[src/dsspc_defs.svh]
// Constants, field positions and reset values of the synthesizer control
`ifndef DSSPC_DEFS_SVH
`define DSSPC_DEFS_SVH
`define DSSPC_RT_FIRST   1
`define DSSPC_RT_SECOND  0
`define DSSPC_RATIO_MSB  16
`define DSSPC_RATIO_LSB  2
`define DSSPC_POL_BIT    17
`define DSSPC_CUR_BIT    18
`define DSSPC_HIZ_BIT    19
`define DSSPC_LSEL_BIT   20
`define DSSPC_FSEL_BIT   21
`define DSSPC_A_MSB      8
`define DSSPC_A_LSB      2
`define DSSPC_B_MSB      19
`define DSSPC_B_LSB      9
`define DSSPC_MOD_BIT    20
`define DSSPC_PWDN_BIT   21
`define DSSPC_MOD_LOW    8'h40
`define DSSPC_MOD_HIGH   8'h80
`define DSSPC_RST_RATIO  15'h0003
`define DSSPC_RST_MAIN   11'h003
`define DSSPC_RST_CTRL   1'h1
`define DSSPC_ADDR_CTRL  12'h000
`define DSSPC_ADDR_STAT  12'h004
`define DSSPC_ADDR_WORD  12'h008
`define DSSPC_LVL_LOW    2'h0
`define DSSPC_LVL_HIGH   2'h1
`define DSSPC_LVL_FAST   2'h2
`define DSSPC_CLK_NS     8
`define DSSPC_LOCK_NS    40
`define DSSPC_LOCK_CYC   (`DSSPC_LOCK_NS / `DSSPC_CLK_NS)
`define DSSPC_LOCK_CNT   3'h4
`endif

[src/dsspc_pkg.sv]
// Types shared by the synthesizer control modules
`default_nettype none
package dsspc_pkg;
  typedef enum logic [2:0] {
    PD_ACTIVE = 3'h1,
    PD_PEND   = 3'h2,
    PD_DOWN   = 3'h4
  } dsspc_pd_e;
  typedef struct packed {
    logic [14:0] ratio;
    logic        pol;
    logic        cur;
    logic        hiz;
    logic        lsel;
    logic        fsel;
    logic [6:0]  swal;
    logic [10:0] main;
    logic        big;
    logic        pwdn;
  } dsspc_cfg_s;
endpackage : dsspc_pkg
`default_nettype wire

[src/dsspc_loop.sv]
// One synthesizer loop: dividers, phase detector and lock detector
`timescale 1ns/1ps
`default_nettype none
`include "dsspc_defs.svh"
module dsspc_loop #(
  parameter int         RW = 15,
  parameter int         BW = 11,
  parameter int         AW = 7,
  parameter logic [7:0] LW = 8'h05,
  parameter logic [2:0] LC = 3'h4
) (
  input  wire logic          pclk,
  input  wire logic          presetn,
  input  wire logic          ce,
  input  wire logic          ref_edge,
  input  wire logic          vco_edge,
  input  wire logic          hold,
  input  wire logic          pol,
  input  wire logic          big_mod,
  input  wire logic [RW-1:0] ratio,
  input  wire logic [BW-1:0] main_cnt,
  input  wire logic [AW-1:0] swal_cnt,
  output logic               ref_pulse,
  output logic               fb_pulse,
  output logic               up,
  output logic               dn,
  output logic               locked
);
  logic [RW-1:0] r_reg, r_next;
  logic [BW-1:0] b_reg, b_next;
  logic [AW-1:0] a_reg, a_next;
  logic [7:0]    p_reg, p_next, w_reg, w_next, modv;
  logic [2:0]    g_reg, g_next;
  logic          rp_next, fp_next, up_next, dn_next, eu, ed;

  always_comb begin
    modv = (big_mod ? `DSSPC_MOD_HIGH : `DSSPC_MOD_LOW)
           + {7'h00, a_reg != '0};
    r_next = r_reg;
    b_next = b_reg;
    a_next = a_reg;
    p_next = p_reg;
    rp_next = 1'b0;
    fp_next = 1'b0;
    eu = pol ? ref_pulse : fb_pulse;
    ed = pol ? fb_pulse : ref_pulse;
    up_next = up | eu;
    dn_next = dn | ed;
    if (up_next && dn_next) begin
      up_next = 1'b0;
      dn_next = 1'b0;
    end
    w_next = w_reg;
    g_next = g_reg;
    if (up || dn) begin
      w_next = (w_reg == 8'hFF) ? w_reg : w_reg + 8'h01;
    end
    if (ref_pulse) begin
      w_next = 8'h00;
      if (w_reg < LW) begin
        g_next = (g_reg == LC) ? g_reg : g_reg + 3'h1;
      end else begin
        g_next = 3'h0;
      end
    end
    if (hold) begin
      // Preset together so N restarts aligned to R on release
      r_next = ratio;
      b_next = main_cnt;
      a_next = swal_cnt;
      p_next = 8'h00;
      up_next = 1'b0;
      dn_next = 1'b0;
      w_next = 8'h00;
      g_next = 3'h0;
    end else begin
      if (ref_edge) begin
        if (r_reg <= RW'(1)) begin
          r_next = ratio;
          rp_next = 1'b1;
        end else begin
          r_next = r_reg - RW'(1);
        end
      end
      if (vco_edge) begin
        if (p_reg >= modv - 8'h01) begin
          p_next = 8'h00;
          if (b_reg <= BW'(1)) begin
            b_next = main_cnt;
            a_next = swal_cnt;
            fp_next = 1'b1;
          end else begin
            b_next = b_reg - BW'(1);
            if (a_reg != '0) begin
              a_next = a_reg - AW'(1);
            end
          end
        end else begin
          p_next = p_reg + 8'h01;
        end
      end
    end
  end

  always_ff @(posedge pclk or negedge presetn) begin
    if (!presetn) begin
      r_reg <= RW'(3);
      b_reg <= BW'(3);
      a_reg <= '0;
      p_reg <= 8'h00;
      w_reg <= 8'h00;
      g_reg <= 3'h0;
      ref_pulse <= 1'b0;
      fb_pulse <= 1'b0;
      up <= 1'b0;
      dn <= 1'b0;
    end else if (ce) begin
      r_reg <= r_next;
      b_reg <= b_next;
      a_reg <= a_next;
      p_reg <= p_next;
      w_reg <= w_next;
      g_reg <= g_next;
      ref_pulse <= rp_next;
      fb_pulse <= fp_next;
      up <= up_next;
      dn <= dn_next;
    end
  end

  assign locked = (g_reg == LC);
endmodule : dsspc_loop
`default_nettype wire

[src/dsspc_top.sv]
// Serial programming link, latches, powerdown and status pin control
//
// Added by the designer: the APB register port and the placing of the registers.
`timescale 1ns/1ps
`default_nettype none
`include "dsspc_defs.svh"
module dsspc_top (
  input  wire logic        pclk,
  input  wire logic        presetn,
  input  wire logic        ce,
  input  wire logic [11:0] paddr,
  input  wire logic        psel,
  input  wire logic        penable,
  input  wire logic        pwrite,
  input  wire logic [31:0] pwdata,
  output logic             pready,
  output logic [31:0]      prdata,
  output logic             pslverr,
  input  wire logic        ser_data,
  input  wire logic        ser_clk,
  input  wire logic        load_strobe,
  input  wire logic        reference_input,
  input  wire logic [1:0]  vco_in,
  input  wire logic        status_mux_pin_in,
  output logic             status_mux_pin_out,
  output logic             status_mux_pin_oe,
  output logic [1:0]       pump_up,
  output logic [1:0]       pump_dn,
  output logic [1:0]       pump_hiz,
  output logic [1:0][1:0]  pump_current_level,
  output logic [1:0]       rf_in_hiz,
  output logic             osc_enable
);

  // Pin synchroniser: bit 0 data, 1 clock, 2 strobe, 3 ref, 4-5 vco, 6 pin
  logic [6:0] pins, meta_reg, sync_reg, last_reg, rise;
  assign pins = {status_mux_pin_in, vco_in, reference_input,
                 load_strobe, ser_clk, ser_data};
  always_ff @(posedge pclk or negedge presetn) begin
    if (!presetn) begin
      meta_reg <= 7'h00;
      sync_reg <= 7'h00;
      last_reg <= 7'h00;
    end else if (ce) begin
      meta_reg <= pins;
      sync_reg <= meta_reg;
      last_reg <= sync_reg;
    end
  end
  assign rise = sync_reg & ~last_reg;

  // Shift register and latches
  logic [21:0] sr_reg, sr_next, word_reg, word_next;
  dsspc_pkg::dsspc_cfg_s cfg_reg [2];
  dsspc_pkg::dsspc_cfg_s cfg_next [2];
  logic ctrl_reg, ctrl_next, ld_pulse, idx;
  // Software may gate strobes off to freeze settings while reprogramming
  assign ld_pulse = rise[2] & ctrl_reg;
  assign idx = ~sr_reg[`DSSPC_RT_SECOND];

  always_comb begin
    sr_next = sr_reg;
    word_next = word_reg;
    cfg_next = cfg_reg;
    if (rise[1]) begin
      sr_next = {sr_reg[20:0], sync_reg[0]};
    end
    if (ld_pulse) begin
      word_next = sr_reg;
      if (!sr_reg[`DSSPC_RT_FIRST]) begin
        cfg_next[idx].ratio =
          sr_reg[`DSSPC_RATIO_MSB:`DSSPC_RATIO_LSB];
        cfg_next[idx].pol  = sr_reg[`DSSPC_POL_BIT];
        cfg_next[idx].cur  = sr_reg[`DSSPC_CUR_BIT];
        cfg_next[idx].hiz  = sr_reg[`DSSPC_HIZ_BIT];
        cfg_next[idx].lsel = sr_reg[`DSSPC_LSEL_BIT];
        cfg_next[idx].fsel = sr_reg[`DSSPC_FSEL_BIT];
      end else begin
        cfg_next[idx].swal = sr_reg[`DSSPC_A_MSB:`DSSPC_A_LSB];
        cfg_next[idx].main = sr_reg[`DSSPC_B_MSB:`DSSPC_B_LSB];
        cfg_next[idx].big  = sr_reg[`DSSPC_MOD_BIT];
        cfg_next[idx].pwdn = sr_reg[`DSSPC_PWDN_BIT];
      end
    end
  end

  always_ff @(posedge pclk or negedge presetn) begin
    if (!presetn) begin
      sr_reg <= 22'h000000;
      word_reg <= 22'h000000;
      for (int i = 0; i < 2; i++) begin
        cfg_reg[i] <= '{ratio: `DSSPC_RST_RATIO, main: `DSSPC_RST_MAIN,
                        default: '0};
      end
    end else if (ce) begin
      sr_reg <= sr_next;
      word_reg <= word_next;
      cfg_reg <= cfg_next;
    end
  end

  // Loops
  logic [1:0] refp, fbp, up, dn, lock, hold, hiz, rst, down, lk;
  for (genvar g = 0; g < 2; g++) begin : g_loop
    dsspc_loop #(
      .LW (8'(`DSSPC_LOCK_CYC)),
      .LC (`DSSPC_LOCK_CNT)
    ) u_loop (
      .pclk      (pclk),
      .presetn   (presetn),
      .ce        (ce),
      .ref_edge  (rise[3] & osc_enable),
      .vco_edge  (rise[4+g]),
      .hold      (hold[g]),
      .pol       (cfg_reg[g].pol),
      .big_mod   (cfg_reg[g].big),
      .ratio     (cfg_reg[g].ratio),
      .main_cnt  (cfg_reg[g].main),
      .swal_cnt  (cfg_reg[g].swal),
      .ref_pulse (refp[g]),
      .fb_pulse  (fbp[g]),
      .up        (up[g]),
      .dn        (dn[g]),
      .locked    (lock[g])
    );
  end

  // Powerdown state per loop
  dsspc_pkg::dsspc_pd_e pd_reg [2];
  dsspc_pkg::dsspc_pd_e pd_next [2];
  always_comb begin
    for (int i = 0; i < 2; i++) begin
      pd_next[i] = pd_reg[i];
      case (pd_reg[i])
        dsspc_pkg::PD_ACTIVE: pd_next[i] = dsspc_pkg::PD_ACTIVE;
        dsspc_pkg::PD_PEND: begin
          // Wait for an idle pump so the VCO does not jump
          if (!up[i] && !dn[i]) begin
            pd_next[i] = dsspc_pkg::PD_DOWN;
          end
        end
        dsspc_pkg::PD_DOWN: pd_next[i] = dsspc_pkg::PD_DOWN;
        default: pd_next[i] = dsspc_pkg::PD_ACTIVE;
      endcase
      if (ld_pulse && sr_reg[`DSSPC_RT_FIRST] && idx == 1'(i)) begin
        if (!sr_reg[`DSSPC_PWDN_BIT]) begin
          pd_next[i] = dsspc_pkg::PD_ACTIVE;
        end else if (cfg_reg[i].hiz
                     || pd_reg[i] == dsspc_pkg::PD_DOWN) begin
          pd_next[i] = dsspc_pkg::PD_DOWN;
        end else begin
          pd_next[i] = dsspc_pkg::PD_PEND;
        end
      end
    end
  end

  always_ff @(posedge pclk or negedge presetn) begin
    if (!presetn) begin
      pd_reg[0] <= dsspc_pkg::PD_ACTIVE;
      pd_reg[1] <= dsspc_pkg::PD_ACTIVE;
    end else if (ce) begin
      pd_reg <= pd_next;
    end
  end

  // Status pin and pump controls
  logic [1:0] fs, ls;
  logic fast, pin_out_next, pin_oe_next;
  logic [1:0] up_next, dn_next;
  logic [1:0][1:0] lvl_next;
  always_comb begin
    fs = {cfg_reg[0].fsel, cfg_reg[1].fsel};
    ls = {cfg_reg[0].lsel, cfg_reg[1].lsel};
    fast = (fs == 2'b11) && (ls == 2'b00);
    for (int i = 0; i < 2; i++) begin
      rst[i] = (fs == 2'b11) && cfg_reg[i].lsel;
      down[i] = pd_reg[i][2];
      hold[i] = down[i] | rst[i];
      hiz[i] = cfg_reg[i].hiz | rst[i] | down[i];
      up_next[i] = up[i] & ~hiz[i];
      dn_next[i] = dn[i] & ~hiz[i];
      lk[i] = lock[i] & ~(up[i] | dn[i]);
      if (fast && cfg_reg[i].cur) begin
        lvl_next[i] = `DSSPC_LVL_FAST;
      end else if (cfg_reg[i].cur) begin
        lvl_next[i] = `DSSPC_LVL_HIGH;
      end else begin
        lvl_next[i] = `DSSPC_LVL_LOW;
      end
    end
    pin_out_next = 1'b0;
    pin_oe_next = 1'b1;
    case (fs)
      2'b00: begin
        case (ls)
          2'b01: pin_out_next = lk[1];
          2'b10: pin_out_next = lk[0];
          2'b11: pin_out_next = lk[0] & lk[1];
          default: pin_out_next = 1'b0;
        endcase
      end
      2'b10: pin_out_next = cfg_reg[1].lsel ? fbp[0] : refp[0];
      2'b01: pin_out_next = cfg_reg[1].lsel ? fbp[1] : refp[1];
      default: begin
        if (fast) begin
          pin_oe_next = cfg_reg[0].cur | cfg_reg[1].cur;
        end
      end
    endcase
  end

  always_ff @(posedge pclk or negedge presetn) begin
    if (!presetn) begin
      status_mux_pin_out <= 1'b0;
      status_mux_pin_oe <= 1'b1;
      pump_up <= 2'h0;
      pump_dn <= 2'h0;
      pump_hiz <= 2'h0;
      pump_current_level <= 4'h0;
      rf_in_hiz <= 2'h0;
      osc_enable <= 1'b1;
    end else if (ce) begin
      status_mux_pin_out <= pin_out_next;
      status_mux_pin_oe <= pin_oe_next;
      pump_up <= up_next;
      pump_dn <= dn_next;
      pump_hiz <= hiz;
      pump_current_level <= lvl_next;
      rf_in_hiz <= down;
      osc_enable <= ~(down[0] & down[1]);
    end
  end

  // APB slave: one wait state, unmapped addresses answer with an error
  logic pready_next, pslverr_next, acc;
  logic [31:0] prdata_next;
  logic [7:0] status;
  assign status = {osc_enable, sync_reg[6], pd_reg[1][1], pd_reg[0][1],
                   down, lock};
  always_comb begin
    acc = psel & penable & ~pready;
    pready_next = acc;
    pslverr_next = 1'b0;
    prdata_next = 32'h00000000;
    ctrl_next = ctrl_reg;
    if (acc) begin
      case (paddr)
        `DSSPC_ADDR_CTRL: prdata_next = {31'h00000000, ctrl_reg};
        `DSSPC_ADDR_STAT: prdata_next = {24'h000000, status};
        `DSSPC_ADDR_WORD: prdata_next = {10'h000, word_reg};
        default: pslverr_next = 1'b1;
      endcase
    end
    if (psel && penable && pready && pwrite
        && paddr == `DSSPC_ADDR_CTRL) begin
      ctrl_next = pwdata[0];
    end
  end

  always_ff @(posedge pclk or negedge presetn) begin
    if (!presetn) begin
      pready <= 1'b0;
      pslverr <= 1'b0;
      prdata <= 32'h00000000;
      ctrl_reg <= `DSSPC_RST_CTRL;
    end else if (ce) begin
      pready <= pready_next;
      pslverr <= pslverr_next;
      prdata <= prdata_next;
      ctrl_reg <= ctrl_next;
    end
  end
endmodule : dsspc_top
`default_nettype wire

[config.mk]
export PLATFORM = sky130hd
export DESIGN_NAME = dsspc_top
export DESIGN_NICKNAME = d
export VERILOG_FILES = /design/src/dsspc_pkg.sv /design/src/dsspc_loop.sv /design/src/dsspc_top.sv
export VERILOG_INCLUDE_DIRS = /design/src
export SDC_FILE = /design/constraint.sdc
export NUM_CORES = 1
export LEC_CHECK = 0
export BUFFER_PORTS_ARGS = -buffer_cell sky130_fd_sc_hd__buf_2
export CAP_MARGIN = 20
export CORE_UTILIZATION = 60
export DETAILED_ROUTE_END_ITERATION = 8
export GPL_ROUTABILITY_DRIVEN = 0
export GPL_TIMING_DRIVEN = 0
export PLACE_DENSITY = 0.91
export SKIP_LAST_GASP = 1
export SLEW_MARGIN = 20
export SYNTH_ARGS = -nofsm -noshare
export SYNTH_HDL_FRONTEND = slang
export SYNTH_SLANG_ARGS = --single-unit
[constraint.sdc]
create_clock -name pclk -period 11.61 [get_ports pclk]
set_input_delay 2.322 -clock pclk [delete_from_list [all_inputs] [get_ports pclk]]
set_output_delay 2.322 -clock pclk [all_outputs]
set_load 0.1 [all_outputs]
==> summary.txt <==
Outcome
  • Status: finished clean

Global route
  • Total grt overflow: 0
  • First-pass GRT wire length: 64200 µm
  • Largest net degree at the start of global routing: 105
  • Vias in the first global route: 12100
  • GRT Total Usage: 31.6%
  • Initial antenna violation count: 0

Run
  • Max-Cap Viols: 0

Finish
  • Largest register FFs: 78
  • Final-layout fill cell count: 1633
  • Share of cells above drive strength 1: 22.0%
  • Util after Layout: 68.5%
  • Ant. Diodes: 0
  • Final #Nets: 1567
  • Reg area: 7510 µm²
  • Layout area overhead: 12.2%
  • Footprint of the multi-input gates: 6720 µm²

Timing
  • Hold Slack: 0.471 ns
  • Skew final: 0.00894 ns
  • Slew Limit Fails: 0
  • Peak Freq: 206 MHz
  • Endpoints failing setup: 0
  • Least-Margin Pin Slew: 0.979 ns
  • Setup TNS: 0 ns
  • RSZ-0062 raised after global routing: false
  • Slew margin rel.: 34.4%
  • Final worst-path cycle share: 41.8%
  • Fin crit period: 4.86 ns
  • Final Hold Viols: 0

Floorplanning
  • Initial Utilization: 61.0%
  • Die area: 25300 µm²
  • Core area: 24200 µm²
  • Die W: 159 µm
  • Die H: 159 µm
  • # IOs: 106
  • Cell Rows: 57

Clock network
  • H-tree levels: 1
  • Sink Count: 299
  • Num CTS Buffers: 29
  • Worst-skew pair later-pin latency: 0.55 ns
  • Count of hold-fix buffers inserted at cts: 0
  • Max clock buf depth: 3
  • Clk slew on worst S/H paths: 0.06 ns
  • Post-CTS sizing: 0
  • Postcts setup bufs: 0
  • Root buf cell: clkbuf_16
  • CTS tree: built

Setup path
  • Top delay family on crit path: simple AND/OR/NAND/NOR gates
  • R2r startpoint: g_loop[0].u_loop.a_reg[0]$_DFFE_PN0P_
  • Cells along the critical path: inv_1 -> ha_1 -> or4b_2 -> nor3_1 -> inv_1 -> ha_1 -> inv_1 -> ha_1 -> o21ai_0 -> nor2_1 -> a211oi_2 -> clkbuf_1 -> nand3_1 -> o21ai_0
  • Reg2reg path depth: 14
  • Buffer and inverter count on the worst path: 4
  • Crit path DAT: 5.32 ns
  • Slowest cell on crit path: nor3_1
  • Crit path required time: 12.07 ns
  • CP Class: flop to flop
  • Worst setup slack for register-to-register paths: 6.75 ns
  • CP max stage delay: 0.64 ns
  • Critical path endpoint category: flop
  • Crit path max fanout: 10
  • RR Endpoint: g_loop[0].u_loop.p_reg[1]$_DFFE_PN0P_
  • CP startpoint kind: flop

Synthesis
  • Ys flop type: dfrtp_1
  • Mean post-synth cell area: 10.8 µm²
  • Mapped Area: 14800 µm²
  • Netlist cell types: 80
  • Syn Inst Count: 1365
  • FF+latch count, synth: 299
  • Async SR Flop Fraction: 100%
  • Main area contributors after synthesis: dfrtp_1 (47%), mux2_2 (11%), dfstp_2 (3.7%)
  • Largest area contributor in the netlist: dfrtp_1
  • Yosys warns: 0
  • Number of synthesized flops with an enable pin: 0
  • Sequential share of the synthesized area: 50.7%
  • Yosys top cell area share: 47.0%

Pwr
  • Leak: 7.56 nW
  • PwrDens: 185 nW/µm²
  • Maximum vdd drop: 0.000108 V

Routing
  • Drt drc: 0
  • Routed WL per cell: 21.8 µm
  • Vias per cell: 6.78
  • Via count of the routed design: 12300
  • Initial DRT Pass Iterations: 8
  • Final ANT Viol Nets: 0
  • DR iter-0 viols: 1655
  • Post-Route WL: 39600 µm

Placement
  • DP Wirelength: 26400 µm
  • Port Buffers: 64

Hold path
  • Worst hold path endpoint: g_loop[0].u_loop.r_reg[1]$_DFFE_PN1P_
  • Hold Crit Class: flop to flop
  • Depth of the worst hold-timing path: 2
  • Hold wc startpoint: cfg_reg[66]$_DFFE_PN1P_
-- power breakdown --
group / leakage [nW] / internal [mW] / switching [mW]
Sequential: 3.90 / 1.19 / 0.193
Clock: 0.466 / 0.548 / 0.409
Combinational: 3.20 / 0.271 / 0.461
-- per-stage QoR --
stage	instances	power, mW	worst slack, ns	instance area, µm²
floorplan	1374	1.84	7.56	14800
global route	1818	3.20	6.43	16600
CTS	1818	3.04	6.85	16600
detailed placement	1765	2.09	6.63	15700
finish	1818	3.07	6.75	16600
global placement	1762	2.03	2.82	15600
-- kinds of logic (layout without fill, tap and decap cells) --
family          Yosys count  after routing  synth area share [%]
flops                   299            299                  50.7
other cells               1             10                0.0253
mux                     154            154                  11.6
fa+ha+maj                38             38                  3.21
xor+xnor                  4              4                 0.237
simple gates            371            371                  13.3
compound gates          353            353                  16.7
buf+inv                 145            265                  4.12
-- tightest hold or removal path, cell delays in order, from the launching register on --
cell     delay [ns]
dfstp_2        0.36
nand2_1        0.05
a22oi_1        0.05
-- cells in the mapped netlist (8+ instances only) --
library cell	number
o22ai_1	16
clkbuf_1	59
a22o_1	24
dfstp_2	21
ha_1	38
mux2_2	143
and3_1	14
o21ai_0	72
nand4_1	20
a31oi_1	19
nand2_1	64
o211ai_1	11
nor2b_1	12
nor2_1	75
nor3b_1	8
a22oi_1	15
buf_2	10
dfrtp_1	278
a21oi_1	56
mux2i_1	11
buf_4	12
nand3_1	52
or4_1	21
nor4_1	15
o2bb2ai_1	20
a2bb2oi_1	13
a211oi_1	23
nor3_1	34
or3_1	14
inv_1	62
-- worst max-delay path by stage --
| stage | cells past startpoint | startpoint | endpoint | slack [ns] |
|---|---|---|---|---|
| 4_1_cts | 14 | g_loop[0].u_loop.a_reg[0]$_DFFE_PN0P_ | g_loop[0].u_loop.p_reg[1]$_DFFE_PN0P_ | 6.85 |
| 3_3_place_gp | 1 | presetn | g_loop[1].u_loop.g_reg[0]$_DFFE_PN0P_ | 2.82 |
| 2_1_floorplan | 7 | paddr[9] | prdata[12]$_DFFE_PN0P_ | 7.56 |
| 6_report | 14 | g_loop[0].u_loop.a_reg[0]$_DFFE_PN0P_ | g_loop[0].u_loop.p_reg[1]$_DFFE_PN0P_ | 6.75 |
| 5_1_grt | 14 | g_loop[0].u_loop.a_reg[0]$_DFFE_PN0P_ | g_loop[0].u_loop.p_reg[1]$_DFFE_PN0P_ | 6.43 |
| 3_5_place_dp | 7 | ce | pump_dn[1]$_DFFE_PN0P_ | 6.63 |
-- layer usage --
layer / wire length, µm / track usage, %
met5: 0 / 0
met4: 1800 / 14.6
met3: 3520 / 5.11
met2: 18600 / 51.1
met1: 15600 / 42.2
-- final cells by class --
cell class              instances  area share [%]
plain buffers                  83            2.27
clock buffers                  41            5.06
clock inverters                12           0.723
inverters                      62            1.40
multi-input cells             930            40.4
flip-flops and latches        299            45.2
well taps                     324            2.44
repair buffers                 67            2.49
-- cells in the final DEF, fill, tap and decap left out, types with 11 or more instances in the layout --
master,n
dfstp_2,21
o22ai_1,16
and3_1,14
a31oi_1,19
o21ai_0,72
a21oi_1,56
clkbuf_1,64
nor2b_1,12
nand3_1,52
or3_1,14
mux2_2,143
nand2_1,64
mux2i_1,11
buf_2,73
or4_1,21
a211oi_1,23
nor2_1,75
dfrtp_1,278
buf_4,12
a2bb2oi_1,13
clkbuf_16,29
a22o_1,24
ha_1,38
inv_1,62
nor4_1,15
o211ai_1,11
nor3_1,34
nand4_1,20
a22oi_1,15
o2bb2ai_1,20
Power figures use the tool's default switching activity.
